[config.mk]
export PLATFORM = sky130hd
export DESIGN_NAME = tlic_core
export DESIGN_NICKNAME = d
export VERILOG_FILES = /design/src/inc/tlic_pkg.sv /design/src/design/tlic_core.sv
export SDC_FILE = /design/constraint.sdc
export NUM_CORES = 1
export LEC_CHECK = 0
export ABC_AREA = 1
export BUFFER_PORTS_ARGS = -buffer_cell sky130_fd_sc_hd__buf_2
export CORE_UTILIZATION = 50
export CTS_CLUSTER_SIZE = 8
export DETAILED_ROUTE_END_ITERATION = 7
export GPL_TIMING_DRIVEN = 0
export PLACE_DENSITY = 0.73
export SLEW_MARGIN = 20
export SYNTH_ARGS = -nofsm -noshare
export SYNTH_HDL_FRONTEND = slang
export SYNTH_SLANG_ARGS = --single-unit
[constraint.sdc]
create_clock -name pclk -period 2.66 [get_ports pclk]
set_clock_uncertainty 0.05 [all_clocks]
set_input_delay 0.133 -clock pclk [delete_from_list [all_inputs] [get_ports pclk]]
set_output_delay 0.133 -clock pclk [all_outputs]
set_load 0.01 [all_outputs]
[src/inc/tlic_pkg.sv]
// constants for the two-level interrupt controller: offsets, fields, timing
// assumes a 40 MHz core clock; one machine cycle is twelve pclk edges with ce high
package tlic_pkg;

    // machine cycle: six states of two phases
    localparam int           PHASES_PER_MC = 12;
    localparam logic [3:0]   PHASE_LAST    = 4'hB;   // state6 phase2
    localparam logic [3:0]   PHASE_SAMPLE  = 4'h9;   // state5_phase2
    localparam int           NUM_SRC       = 6;
    localparam int           HW_CALL_MCS   = 2;      // long_call length in machine cycles

    // apb register byte offsets
    localparam logic [7:0]   OFS_ENABLE    = 8'h00;  // irq_enable_reg
    localparam logic [7:0]   OFS_LEVEL     = 8'h04;  // irq_level_reg
    localparam logic [7:0]   OFS_TCTRL     = 8'h08;  // timer_ctrl_reg
    localparam logic [7:0]   OFS_T2CTRL    = 8'h0C;  // timer 2 pin control
    localparam logic [7:0]   OFS_STATUS    = 8'h10;  // read-only state

    // irq_enable_reg fields: bits 5..0 per source, bit 7 global
    localparam int           EN_GLOBAL     = 7;
    // timer_ctrl_reg fields
    localparam int           TC_EXT0_SEL   = 0;
    localparam int           TC_EXT0_FLAG  = 1;
    localparam int           TC_EXT1_SEL   = 2;
    localparam int           TC_EXT1_FLAG  = 3;
    localparam int           TC_TMR0_FLAG  = 5;
    localparam int           TC_TMR1_FLAG  = 7;
    // timer 2 pin control fields
    localparam int           T2_PIN_EN     = 0;
    localparam int           T2_PIN_FLAG   = 1;
    // status fields
    localparam int           ST_INPROG_LO  = 0;
    localparam int           ST_INPROG_HI  = 1;
    localparam int           ST_CALL       = 2;
    localparam int           ST_VEC_LSB    = 8;

    // source index in polling order
    localparam logic [2:0]   SRC_EXT0      = 3'h0;
    localparam logic [2:0]   SRC_TMR0      = 3'h1;
    localparam logic [2:0]   SRC_EXT1      = 3'h2;
    localparam logic [2:0]   SRC_TMR1      = 3'h3;
    localparam logic [2:0]   SRC_SERIAL    = 3'h4;
    localparam logic [2:0]   SRC_TMR2      = 3'h5;

    // vector addresses, indexed by source
    localparam logic [15:0]  VEC_BASE      = 16'h0003;
    localparam logic [15:0]  VEC_STEP      = 16'h0008;

    // reset values
    localparam logic [7:0]   RST_ENABLE    = 8'h00;
    localparam logic [5:0]   RST_LEVEL     = 6'h00;

    // hardware call sequencer, one-hot
    typedef enum logic [2:0] {
        TLIC_POLL  = 3'b001,
        TLIC_CALL1 = 3'b010,
        TLIC_CALL2 = 3'b100
    } tlic_seq_t;

endpackage

[src/design/tlic_core.sv]
// two-level priority interrupt controller with apb register access
// assumes the cpu sequencer flags the final cycle of each instruction and
// return_from_irq on pclk; request pins and the timer 2 pin are asynchronous
//
// Summary of operation
// - low-level routine preempted only by high level; high-level routine never preempted.
// - with both levels pending in one poll, the high-level request wins.
// - within a level, fixed order: ext0, tmr0, ext1, tmr1, serial, tmr2.
// - flags sampled at state5_phase2, examined in the following machine cycle.
// - no vector if level busy, not last instruction cycle, or return_from_irq/enable/level write.
// - after an enable/level write one more instruction completes first; after return_from_irq, two more.
// - blocked requests are not remembered; each poll sees only current flags.
// - external flags cleared on vectoring only in edge mode; level mode follows pin.
// - hardware call pushes program counter only, then loads the source vector.
// - vectors 0003h, 000Bh, 0013h, 001Bh, 0023h, 002Bh in polling order.
// - return_from_irq clears the current in-progress level, then pops the return address.
// - a plain subroutine_exit leaves the in-progress level marked.
// - edge select 0 low level requests; 1 high-then-low samples set flag.
// - timer 2 pin falling edge sets its event flag only while pin enable set.
// - hardware call lasts two machine cycles, three minimum from request to routine.
// - single-source latency more than 3 and less than 9 machine cycles.
// - timer 0/1 overflow flags set on rollover, cleared on vectoring.
// - serial and timer 2 flags ORed per source, never cleared on vectoring.
// - a priority bit per source: 0 low level, 1 high level.
`timescale 1ns/10ps
`default_nettype none

module tlic_core
    import tlic_pkg::*;
(
    // clock, reset, freeze
    input  wire logic          pclk,
    input  wire logic          presetn,
    input  wire logic          ce,
    // apb slave
    input  wire logic          psel,
    input  wire logic          penable,
    input  wire logic          pwrite,
    input  wire logic [7:0]    paddr,
    input  wire logic [31:0]   pwdata,
    output logic [31:0]        prdata,
    output logic               pready,
    output logic               pslverr,
    // asynchronous pins
    input  wire logic [1:0]    ext_request_pin,
    input  wire logic          tmr2_capture_pin,
    // peripheral flags, same clock
    input  wire logic          tmr0_rollover,
    input  wire logic          tmr1_rollover,
    input  wire logic          rx_done_flag,
    input  wire logic          tx_done_flag,
    input  wire logic          tmr2_ovf_flag,
    // cpu sequencer
    input  wire logic          instr_last_cycle,
    input  wire logic          return_from_irq,
    output logic               long_call,
    output logic [15:0]        call_vector,
    output logic [3:0]         machine_phase,
    output logic [1:0]         in_service
);
    import tlic_pkg::*;

    typedef struct packed {
        logic [3:0]  phase;
        logic [2:0]  sync1;
        logic [2:0]  sync2;
        logic [2:0]  pin_smp;
        logic [1:0]  edge_sel;
        logic [1:0]  ext_flag;
        logic [1:0]  tmr_flag;
        logic        t2pin_en;
        logic        t2pin_flag;
        logic [7:0]  enable;
        logic [5:0]  level;
        logic [5:0]  smp_req;
        logic [5:0]  poll_req;
        logic [1:0]  inprog;
        logic        hold_off;
        tlic_seq_t   seq;
        logic [15:0] vector;
        logic [31:0] rdata;
    } tlic_state_t;

    tlic_state_t cur;
    tlic_state_t next_cur;

    // first set bit in polling order, lowest index wins
    // an empty mask yields the last source; callers gate on a nonzero mask
    function automatic logic [2:0] tlic_first(input logic [5:0] req);
        logic [2:0] idx;
        idx = SRC_TMR2;
        for (int i = NUM_SRC - 1; i >= 0; i--) begin
            if (req[i]) begin
                idx = 3'(i);
            end
        end
        return idx;
    endfunction

    // register read image
    function automatic logic [31:0] tlic_read(input tlic_state_t s, input logic [7:0] a);
        logic [31:0] d;
        d = 32'h0000_0000;
        unique case (a)
            OFS_ENABLE: d[7:0] = s.enable;
            OFS_LEVEL:  d[5:0] = s.level;
            OFS_TCTRL: begin
                d[TC_EXT0_SEL]  = s.edge_sel[0];
                d[TC_EXT0_FLAG] = s.ext_flag[0];
                d[TC_EXT1_SEL]  = s.edge_sel[1];
                d[TC_EXT1_FLAG] = s.ext_flag[1];
                d[TC_TMR0_FLAG] = s.tmr_flag[0];
                d[TC_TMR1_FLAG] = s.tmr_flag[1];
            end
            OFS_T2CTRL: begin
                d[T2_PIN_EN]   = s.t2pin_en;
                d[T2_PIN_FLAG] = s.t2pin_flag;
            end
            OFS_STATUS: begin
                d[ST_INPROG_LO] = s.inprog[0];
                d[ST_INPROG_HI] = s.inprog[1];
                d[ST_CALL]      = (s.seq != TLIC_POLL);
                d[ST_VEC_LSB +: 8] = s.vector[7:0];
            end
            default: d = 32'h0000_0000;
        endcase
        return d;
    endfunction

    // bus decode
    logic        addr_ok;
    logic        wr_en;
    logic        rd_setup;
    logic [5:0]  src_req;
    logic [5:0]  cand;
    logic [5:0]  cand_hi;
    logic [5:0]  cand_lo;
    logic        take_hi;
    logic        take_lo;
    logic        may_vector;
    logic [2:0]  pick;
    logic        mc_end;
    logic        at_sample;
    logic [1:0]  ext_level_req;
    logic [1:0]  ext_fall;
    logic        t2_fall;
    logic        write_ctl;

    assign addr_ok  = (paddr == OFS_ENABLE) || (paddr == OFS_LEVEL) ||
                      (paddr == OFS_TCTRL)  || (paddr == OFS_T2CTRL) ||
                      (paddr == OFS_STATUS);
    // a frozen block cannot take a write, so the access waits for ce
    assign pready   = ce;
    assign pslverr  = psel & penable & ~addr_ok;
    assign wr_en    = psel & penable & pwrite & ce & addr_ok;
    assign rd_setup = psel & ~penable & ~pwrite;
    assign prdata   = cur.rdata;

    // machine cycle timing
    assign mc_end    = (cur.phase == PHASE_LAST);
    assign at_sample = (cur.phase == PHASE_SAMPLE);

    // pin conditions between successive state5_phase2 samples
    assign ext_level_req = ~cur.sync2[1:0];
    assign ext_fall      = cur.pin_smp[1:0] & ~cur.sync2[1:0];
    assign t2_fall       = cur.pin_smp[2] & ~cur.sync2[2];

    // per-source request lines in polling order
    always_comb begin
        src_req[SRC_EXT0]   = cur.ext_flag[0];
        src_req[SRC_TMR0]   = cur.tmr_flag[0];
        src_req[SRC_EXT1]   = cur.ext_flag[1];
        src_req[SRC_TMR1]   = cur.tmr_flag[1];
        src_req[SRC_SERIAL] = rx_done_flag | tx_done_flag;
        src_req[SRC_TMR2]   = tmr2_ovf_flag | cur.t2pin_flag;
    end

    // poll: enabled candidates split by level
    assign cand    = cur.poll_req & cur.enable[5:0] & {6{cur.enable[EN_GLOBAL]}};
    assign cand_hi = cand & cur.level;
    assign cand_lo = cand & ~cur.level;
    // high level blocked only by high in progress, low by any
    assign take_hi = (cand_hi != 6'h00) && !cur.inprog[1];
    assign take_lo = (cand_lo != 6'h00) && (cur.inprog == 2'b00) && !take_hi;
    // a control write in this very cycle blocks too, not only the hold-off after it
    assign may_vector = mc_end && (cur.seq == TLIC_POLL) && instr_last_cycle &&
                        !cur.hold_off && !return_from_irq &&
                        !write_ctl;
    assign pick = take_hi ? tlic_first(cand_hi) : tlic_first(cand_lo);
    assign write_ctl = wr_en && ((paddr == OFS_ENABLE) || (paddr == OFS_LEVEL));

    // next state
    always_comb begin
        next_cur = cur;
        // synchronisers; first stage feeds only the second
        next_cur.sync1 = {tmr2_capture_pin, ext_request_pin};
        next_cur.sync2 = cur.sync1;
        next_cur.phase = mc_end ? 4'h0 : cur.phase + 4'h1;

        // read data captured in the setup phase
        if (rd_setup) begin
            next_cur.rdata = tlic_read(cur, paddr);
        end

        // software writes; hardware sets below win over a clear
        if (wr_en) begin
            unique case (paddr)
                OFS_ENABLE: next_cur.enable = pwdata[7:0];
                OFS_LEVEL:  next_cur.level  = pwdata[5:0];
                OFS_TCTRL: begin
                    next_cur.edge_sel[0] = pwdata[TC_EXT0_SEL];
                    next_cur.edge_sel[1] = pwdata[TC_EXT1_SEL];
                    next_cur.ext_flag[0] = pwdata[TC_EXT0_FLAG];
                    next_cur.ext_flag[1] = pwdata[TC_EXT1_FLAG];
                    next_cur.tmr_flag[0] = pwdata[TC_TMR0_FLAG];
                    next_cur.tmr_flag[1] = pwdata[TC_TMR1_FLAG];
                end
                OFS_T2CTRL: begin
                    next_cur.t2pin_en   = pwdata[T2_PIN_EN];
                    next_cur.t2pin_flag = pwdata[T2_PIN_FLAG];
                end
                default: ;
            endcase
        end

        // enable or level change holds off vectoring for one instruction
        // the clear waits for an instruction end, never a bare machine-cycle end
        if (write_ctl || return_from_irq) begin
            next_cur.hold_off = 1'b1;
        end else if (mc_end && instr_last_cycle) begin
            next_cur.hold_off = 1'b0;
        end

        // hardware clear on vectoring, before the sets so a new event survives
        // edge-mode ext flags clear here or on a timer_ctrl_reg write; a level flag is rebuilt from its pin
        if (may_vector && (take_hi || take_lo)) begin
            next_cur.seq    = TLIC_CALL1;
            next_cur.vector = VEC_BASE + VEC_STEP * 16'(pick);
            if (take_hi) begin
                next_cur.inprog[1] = 1'b1;
            end else begin
                next_cur.inprog[0] = 1'b1;
            end
            unique case (pick)
                SRC_EXT0: if (cur.edge_sel[0]) next_cur.ext_flag[0] = 1'b0;
                SRC_EXT1: if (cur.edge_sel[1]) next_cur.ext_flag[1] = 1'b0;
                SRC_TMR0: next_cur.tmr_flag[0] = 1'b0;
                SRC_TMR1: next_cur.tmr_flag[1] = 1'b0;
                default: ;                                 // serial, timer 2
            endcase
        end else if (mc_end) begin
            unique case (cur.seq)
                TLIC_POLL:  next_cur.seq = TLIC_POLL;
                TLIC_CALL1: next_cur.seq = TLIC_CALL2;
                TLIC_CALL2: next_cur.seq = TLIC_POLL;
                default:    next_cur.seq = TLIC_POLL;
            endcase
        end

        // return_from_irq drops the highest level in progress only
        // a plain subroutine_exit never comes here, so its level stays marked
        if (return_from_irq && mc_end && instr_last_cycle) begin
            if (cur.inprog[1]) begin
                next_cur.inprog[1] = 1'b0;
            end else begin
                next_cur.inprog[0] = 1'b0;
            end
        end

        // pin sampling at state5_phase2
        if (at_sample) begin
            next_cur.pin_smp = cur.sync2;
            for (int x = 0; x < 2; x++) begin
                if (!cur.edge_sel[x]) begin
                    next_cur.ext_flag[x] = ext_level_req[x];
                end else if (ext_fall[x]) begin
                    next_cur.ext_flag[x] = 1'b1;
                end
            end
            if (t2_fall && cur.t2pin_en) begin
                next_cur.t2pin_flag = 1'b1;
            end
            // latch request lines; only this snapshot is ever polled. pin flags
            // come from this same sample, so a pin event is polled next cycle
            next_cur.smp_req           = src_req;
            next_cur.smp_req[SRC_EXT0] = next_cur.ext_flag[0];
            next_cur.smp_req[SRC_EXT1] = next_cur.ext_flag[1];
            next_cur.smp_req[SRC_TMR2] = tmr2_ovf_flag | next_cur.t2pin_flag;
        end
        if (mc_end) begin
            next_cur.poll_req = cur.smp_req;
        end

        // timer rollover pulses, set wins over software clear
        if (tmr0_rollover) begin
            next_cur.tmr_flag[0] = 1'b1;
        end
        if (tmr1_rollover) begin
            next_cur.tmr_flag[1] = 1'b1;
        end
    end

    // single register stage; ce low freezes everything
    // reset puts the pin samples at the idle high level, so no false edge follows
    always_ff @(posedge pclk or negedge presetn) begin
        if (!presetn) begin
            cur.phase      <= 4'h0;
            cur.sync1      <= 3'h7;
            cur.sync2      <= 3'h7;
            cur.pin_smp    <= 3'h7;
            cur.edge_sel   <= 2'h0;
            cur.ext_flag   <= 2'h0;
            cur.tmr_flag   <= 2'h0;
            cur.t2pin_en   <= 1'b0;
            cur.t2pin_flag <= 1'b0;
            cur.enable     <= RST_ENABLE;
            cur.level      <= RST_LEVEL;
            cur.smp_req    <= 6'h00;
            cur.poll_req   <= 6'h00;
            cur.inprog     <= 2'h0;
            cur.hold_off   <= 1'b0;
            cur.seq        <= TLIC_POLL;
            cur.vector     <= 16'h0000;
            cur.rdata      <= 32'h0000_0000;
        end else if (ce) begin
            cur <= next_cur;
        end
    end

    // outputs toward the cpu sequencer
    assign long_call     = (cur.seq != TLIC_POLL);
    assign call_vector   = cur.vector;
    assign machine_phase = cur.phase;
    assign in_service    = cur.inprog;

endmodule // tlic_core

`default_nettype wire

==> impl_metrics.env <==
export IMPL_r2r_setup_slack_ns=0.76
export IMPL_clkLatencyLatePin_ns=0.35
export IMPL_setup_tns_ns=0
export IMPL_synth_area_um2=3980
export IMPL_p_comb_share_pct=20.5
export IMPL_syn_area_per_cell_um2=8.16
export IMPL_cts_buffers=9
export IMPL_async_flop_share_pct=100
export IMPL_rsz0062_at_grt="no"
export IMPL_synthXorXnorAreaFrac_pct=0
export IMPL_pre_cts_slack_ns=0.813
export IMPL_period_minus_slack_ns=1.90
export IMPL_ctsLongestPathBuffers=2
export IMPL_p_seq_share_pct=45.7
export IMPL_syn_to_final_growth_pct=22.7
export IMPL_vias=3349
export IMPL_power_density_nw_per_um2=634
export IMPL_cts_tree="built"
export IMPL_ys_seq_elements=69
export IMPL_drt_pass1_iter_count=6
export IMPL_path_clk_slew_ns=0.07
export IMPL_syn_inst=488
export IMPL_ant_nets=0
export IMPL_min_path_type="input pin to register"
export IMPL_path_max_fanout=10
export IMPL_synthMuxAreaShare_pct=0.566
export IMPL_sw_frac_of_total_pct=29.1
export IMPL_arrival_ns=2.07
export IMPL_place_congestion=0.852
export IMPL_synth_top_cells_by_count="111 x nand2_1, 59 x dfrtp_1, 55 x buf_4, 55 x inv_1, 40 x o21ai_0"
export IMPL_synth_largest_area_cell="dfrtp_1"
export IMPL_yosys_area_top_type_share_pct=37.1
export IMPL_multiInputGateArea_um2=1650
export IMPL_yosysMostFrequentCell="nand2_1"
export IMPL_synth_area_leaders="dfrtp_1 37%, nand2_1 10%, buf_4 10%"
export IMPL_cts_htree_levels=3
export IMPL_clock_fmax_ghz=0.528
export IMPL_cap_violations=0
export IMPL_synth_edff_count=0
export IMPL_grt_first_pass_wirelength_um=14700
export IMPL_placed_cell_area_um2=4520
export IMPL_io_pin_count=113
export IMPL_dp_hpwl_um=6880
export IMPL_instances_no_fill=705
export IMPL_leakagePower_uw=0.00259
export IMPL_synthAdderAreaFrac_pct=0.629
export IMPL_cts_root_buf="clkbuf_8"
export IMPL_cp_end_kind="register"
export IMPL_internal_power_uw=2200
export IMPL_core_um2=7730
export IMPL_cts_sinks=69
export IMPL_p_sw_uw=900
export IMPL_yosysWarnings=0
export IMPL_ys_seq_area_share_pct=43.7
export IMPL_crit_type="register to register"
export IMPL_grt_pass1_vias=3193
export IMPL_diodes=0
export IMPL_violations="design-rule violations"
export IMPL_drt_iter0_markers=153
export IMPL_timing_final_crit_share_pct=71.2
export IMPL_synth_simple_gate_area_share_pct=26.9
export IMPL_finalMaxSlewViolations=0
export IMPL_vdd_drop_max_v=0.000363
export IMPL_setup_violations=0
export IMPL_start_util_pct=51.5
export IMPL_outcome="finished, violations left"
export IMPL_grt_antenna_before_repair=0
export IMPL_postCtsSetupBuffers=0
export IMPL_synth_compound_area_share_pct=10.5
export IMPL_die_area_um2=8320
export IMPL_grt_usage_pct=23.0
export IMPL_fillCellCount=689
export IMPL_port_buffer_count=57
export IMPL_required_ns=2.83
export IMPL_grt_overflow=0
export IMPL_rows=32
export IMPL_die_y_um=91.2
export IMPL_hold_viol=0
export IMPL_numPlacedInstances=677
export IMPL_drc=1
export IMPL_grt_max_degree=45
export IMPL_synth_ff_type="dfrtp_1"
export IMPL_die_w_um=91.2
export IMPL_avgViaCountPerCell=4.75
export IMPL_drt_wl_total_um=8900
export IMPL_drive_gt1_share_pct=31.3
export IMPL_clkPwrFrac_pct=33.8
export IMPL_cp_start_kind="register"
export IMPL_fin_nets=656
export IMPL_synth_cell_types=40
export IMPL_wl_per_cell_um=12.6
export IMPL_finalInstanceArea_um2=4880
export IMPL_synth_top_family_by_area="simple AND/OR/NAND/NOR gates"
export IMPL_regArea_um2=1740
export IMPL_setup_slack_ns=0.765
==> flip-flops by register name, indices dropped and copies added (netlist names) <==
register / count
machine_phase: 4
in_service: 2
call_vector: 4
prdata: 12
cur: 47
==> final timing paths <==
| kind | end | cells after the start | start |
|---|---|---|---|
| max | cur[83] | 10 | cur[79] |
| min | cur[69] | 3 | pwdata[3] |
| max reg2reg | cur[83] | 10 | cur[79] |
| min reg2reg | cur[88] | 2 | cur[88] |
| max in group asynchronous | prdata[0] | 3 | presetn |
| min in group asynchronous | cur[61] | 2 | presetn |
==> layer usage <==
metal,up-vias,global-route usage [%],part of all wire [%]
met2,89,39.3,48
met4,0,7.80,1.6
met3,11,4.69,4.6
li1,1713,-,-
met5,-,0,0
met1,1536,29.0,46
==> power by group through the flow <==
stage,clock network [uW],registers (uW),logic [uW]
final,1050,1410,636
after global routing,1110,1440,725
after CTS,1070,1410,638
after detailed placement,0,1430,619
after global placement,0,1420,599
after floorplan,0,1390,453
==> critical path, stage by stage, from the launching register on <==
cell and delay (ns):
dfrtp_1 0.41, buf_6 0.19, nand4_2 0.15, nand2_1 0.12, nand2_1 0.05, a21boi_0 0.19
nand2_1 0.09, nand2_2 0.15, nand3_1 0.11, a21oi_1 0.17, o21ai_1 0.08
==> per-stage QoR <==
step / utilization, % / hold WS [ns] / power (uW)
after detailed placement: 58.5 / 0.0187 / 2050
final: 63.2 / 0.0168 / 3100
after global placement: 58.3 / 0.285 / 2020
after floorplan: - / -0.213 / 1840
after global routing: 63.2 / 0.0319 / 3270
after CTS: 63.2 / 0.00195 / 3120
==> logic make-up after synthesis <==
family / count (synthesis)
simple gates: 211
buf+inv: 126
compound gates: 77
flops: 69
mux: 2
fa+ha+maj: 2
other cells: 1
==> repair_timing <==
action                                  4_1_cts  5_1_grt
gates resized for setup                       0        0
endpoints found under the setup margin        0        0
endpoints found under the hold margin        74        0
hold buffers                                 12        0
==> cell type report <==
| class | instances | share of cell area, % |
|---|---|---|
| inverter | 61 | 4.69 |
| multi-input combinational | 322 | 33.8 |
| timing repair buffer | 70 | 8.76 |
| buffer | 65 | 9.63 |
| tap | 102 | 2.61 |
| clock buffer | 12 | 2.97 |
| sequential | 69 | 35.6 |
| clock inverter | 4 | 1.95 |
==> placed cells by master, fill, tap and decap left out, drive strengths merged <==
master / count
a221oi: 3
dfstp: 10
a22oi: 1
dfrtp: 59
nor4: 1
inv: 59
dlygate4sd3: 12
a21oi: 19
and3: 1
clkbuf: 17
nor3: 7
o221ai: 1
nand3: 25
o21ai: 45
mux2: 2
nor3b: 1
buf: 118
nand4: 14
o22ai: 5
a21boi: 1
bufinv: 3
nor2: 35
ha: 2
o311ai: 2
conb: 30
nand2: 127
clkinv: 3
Note: power is estimated with default switching activity, not from simulation.
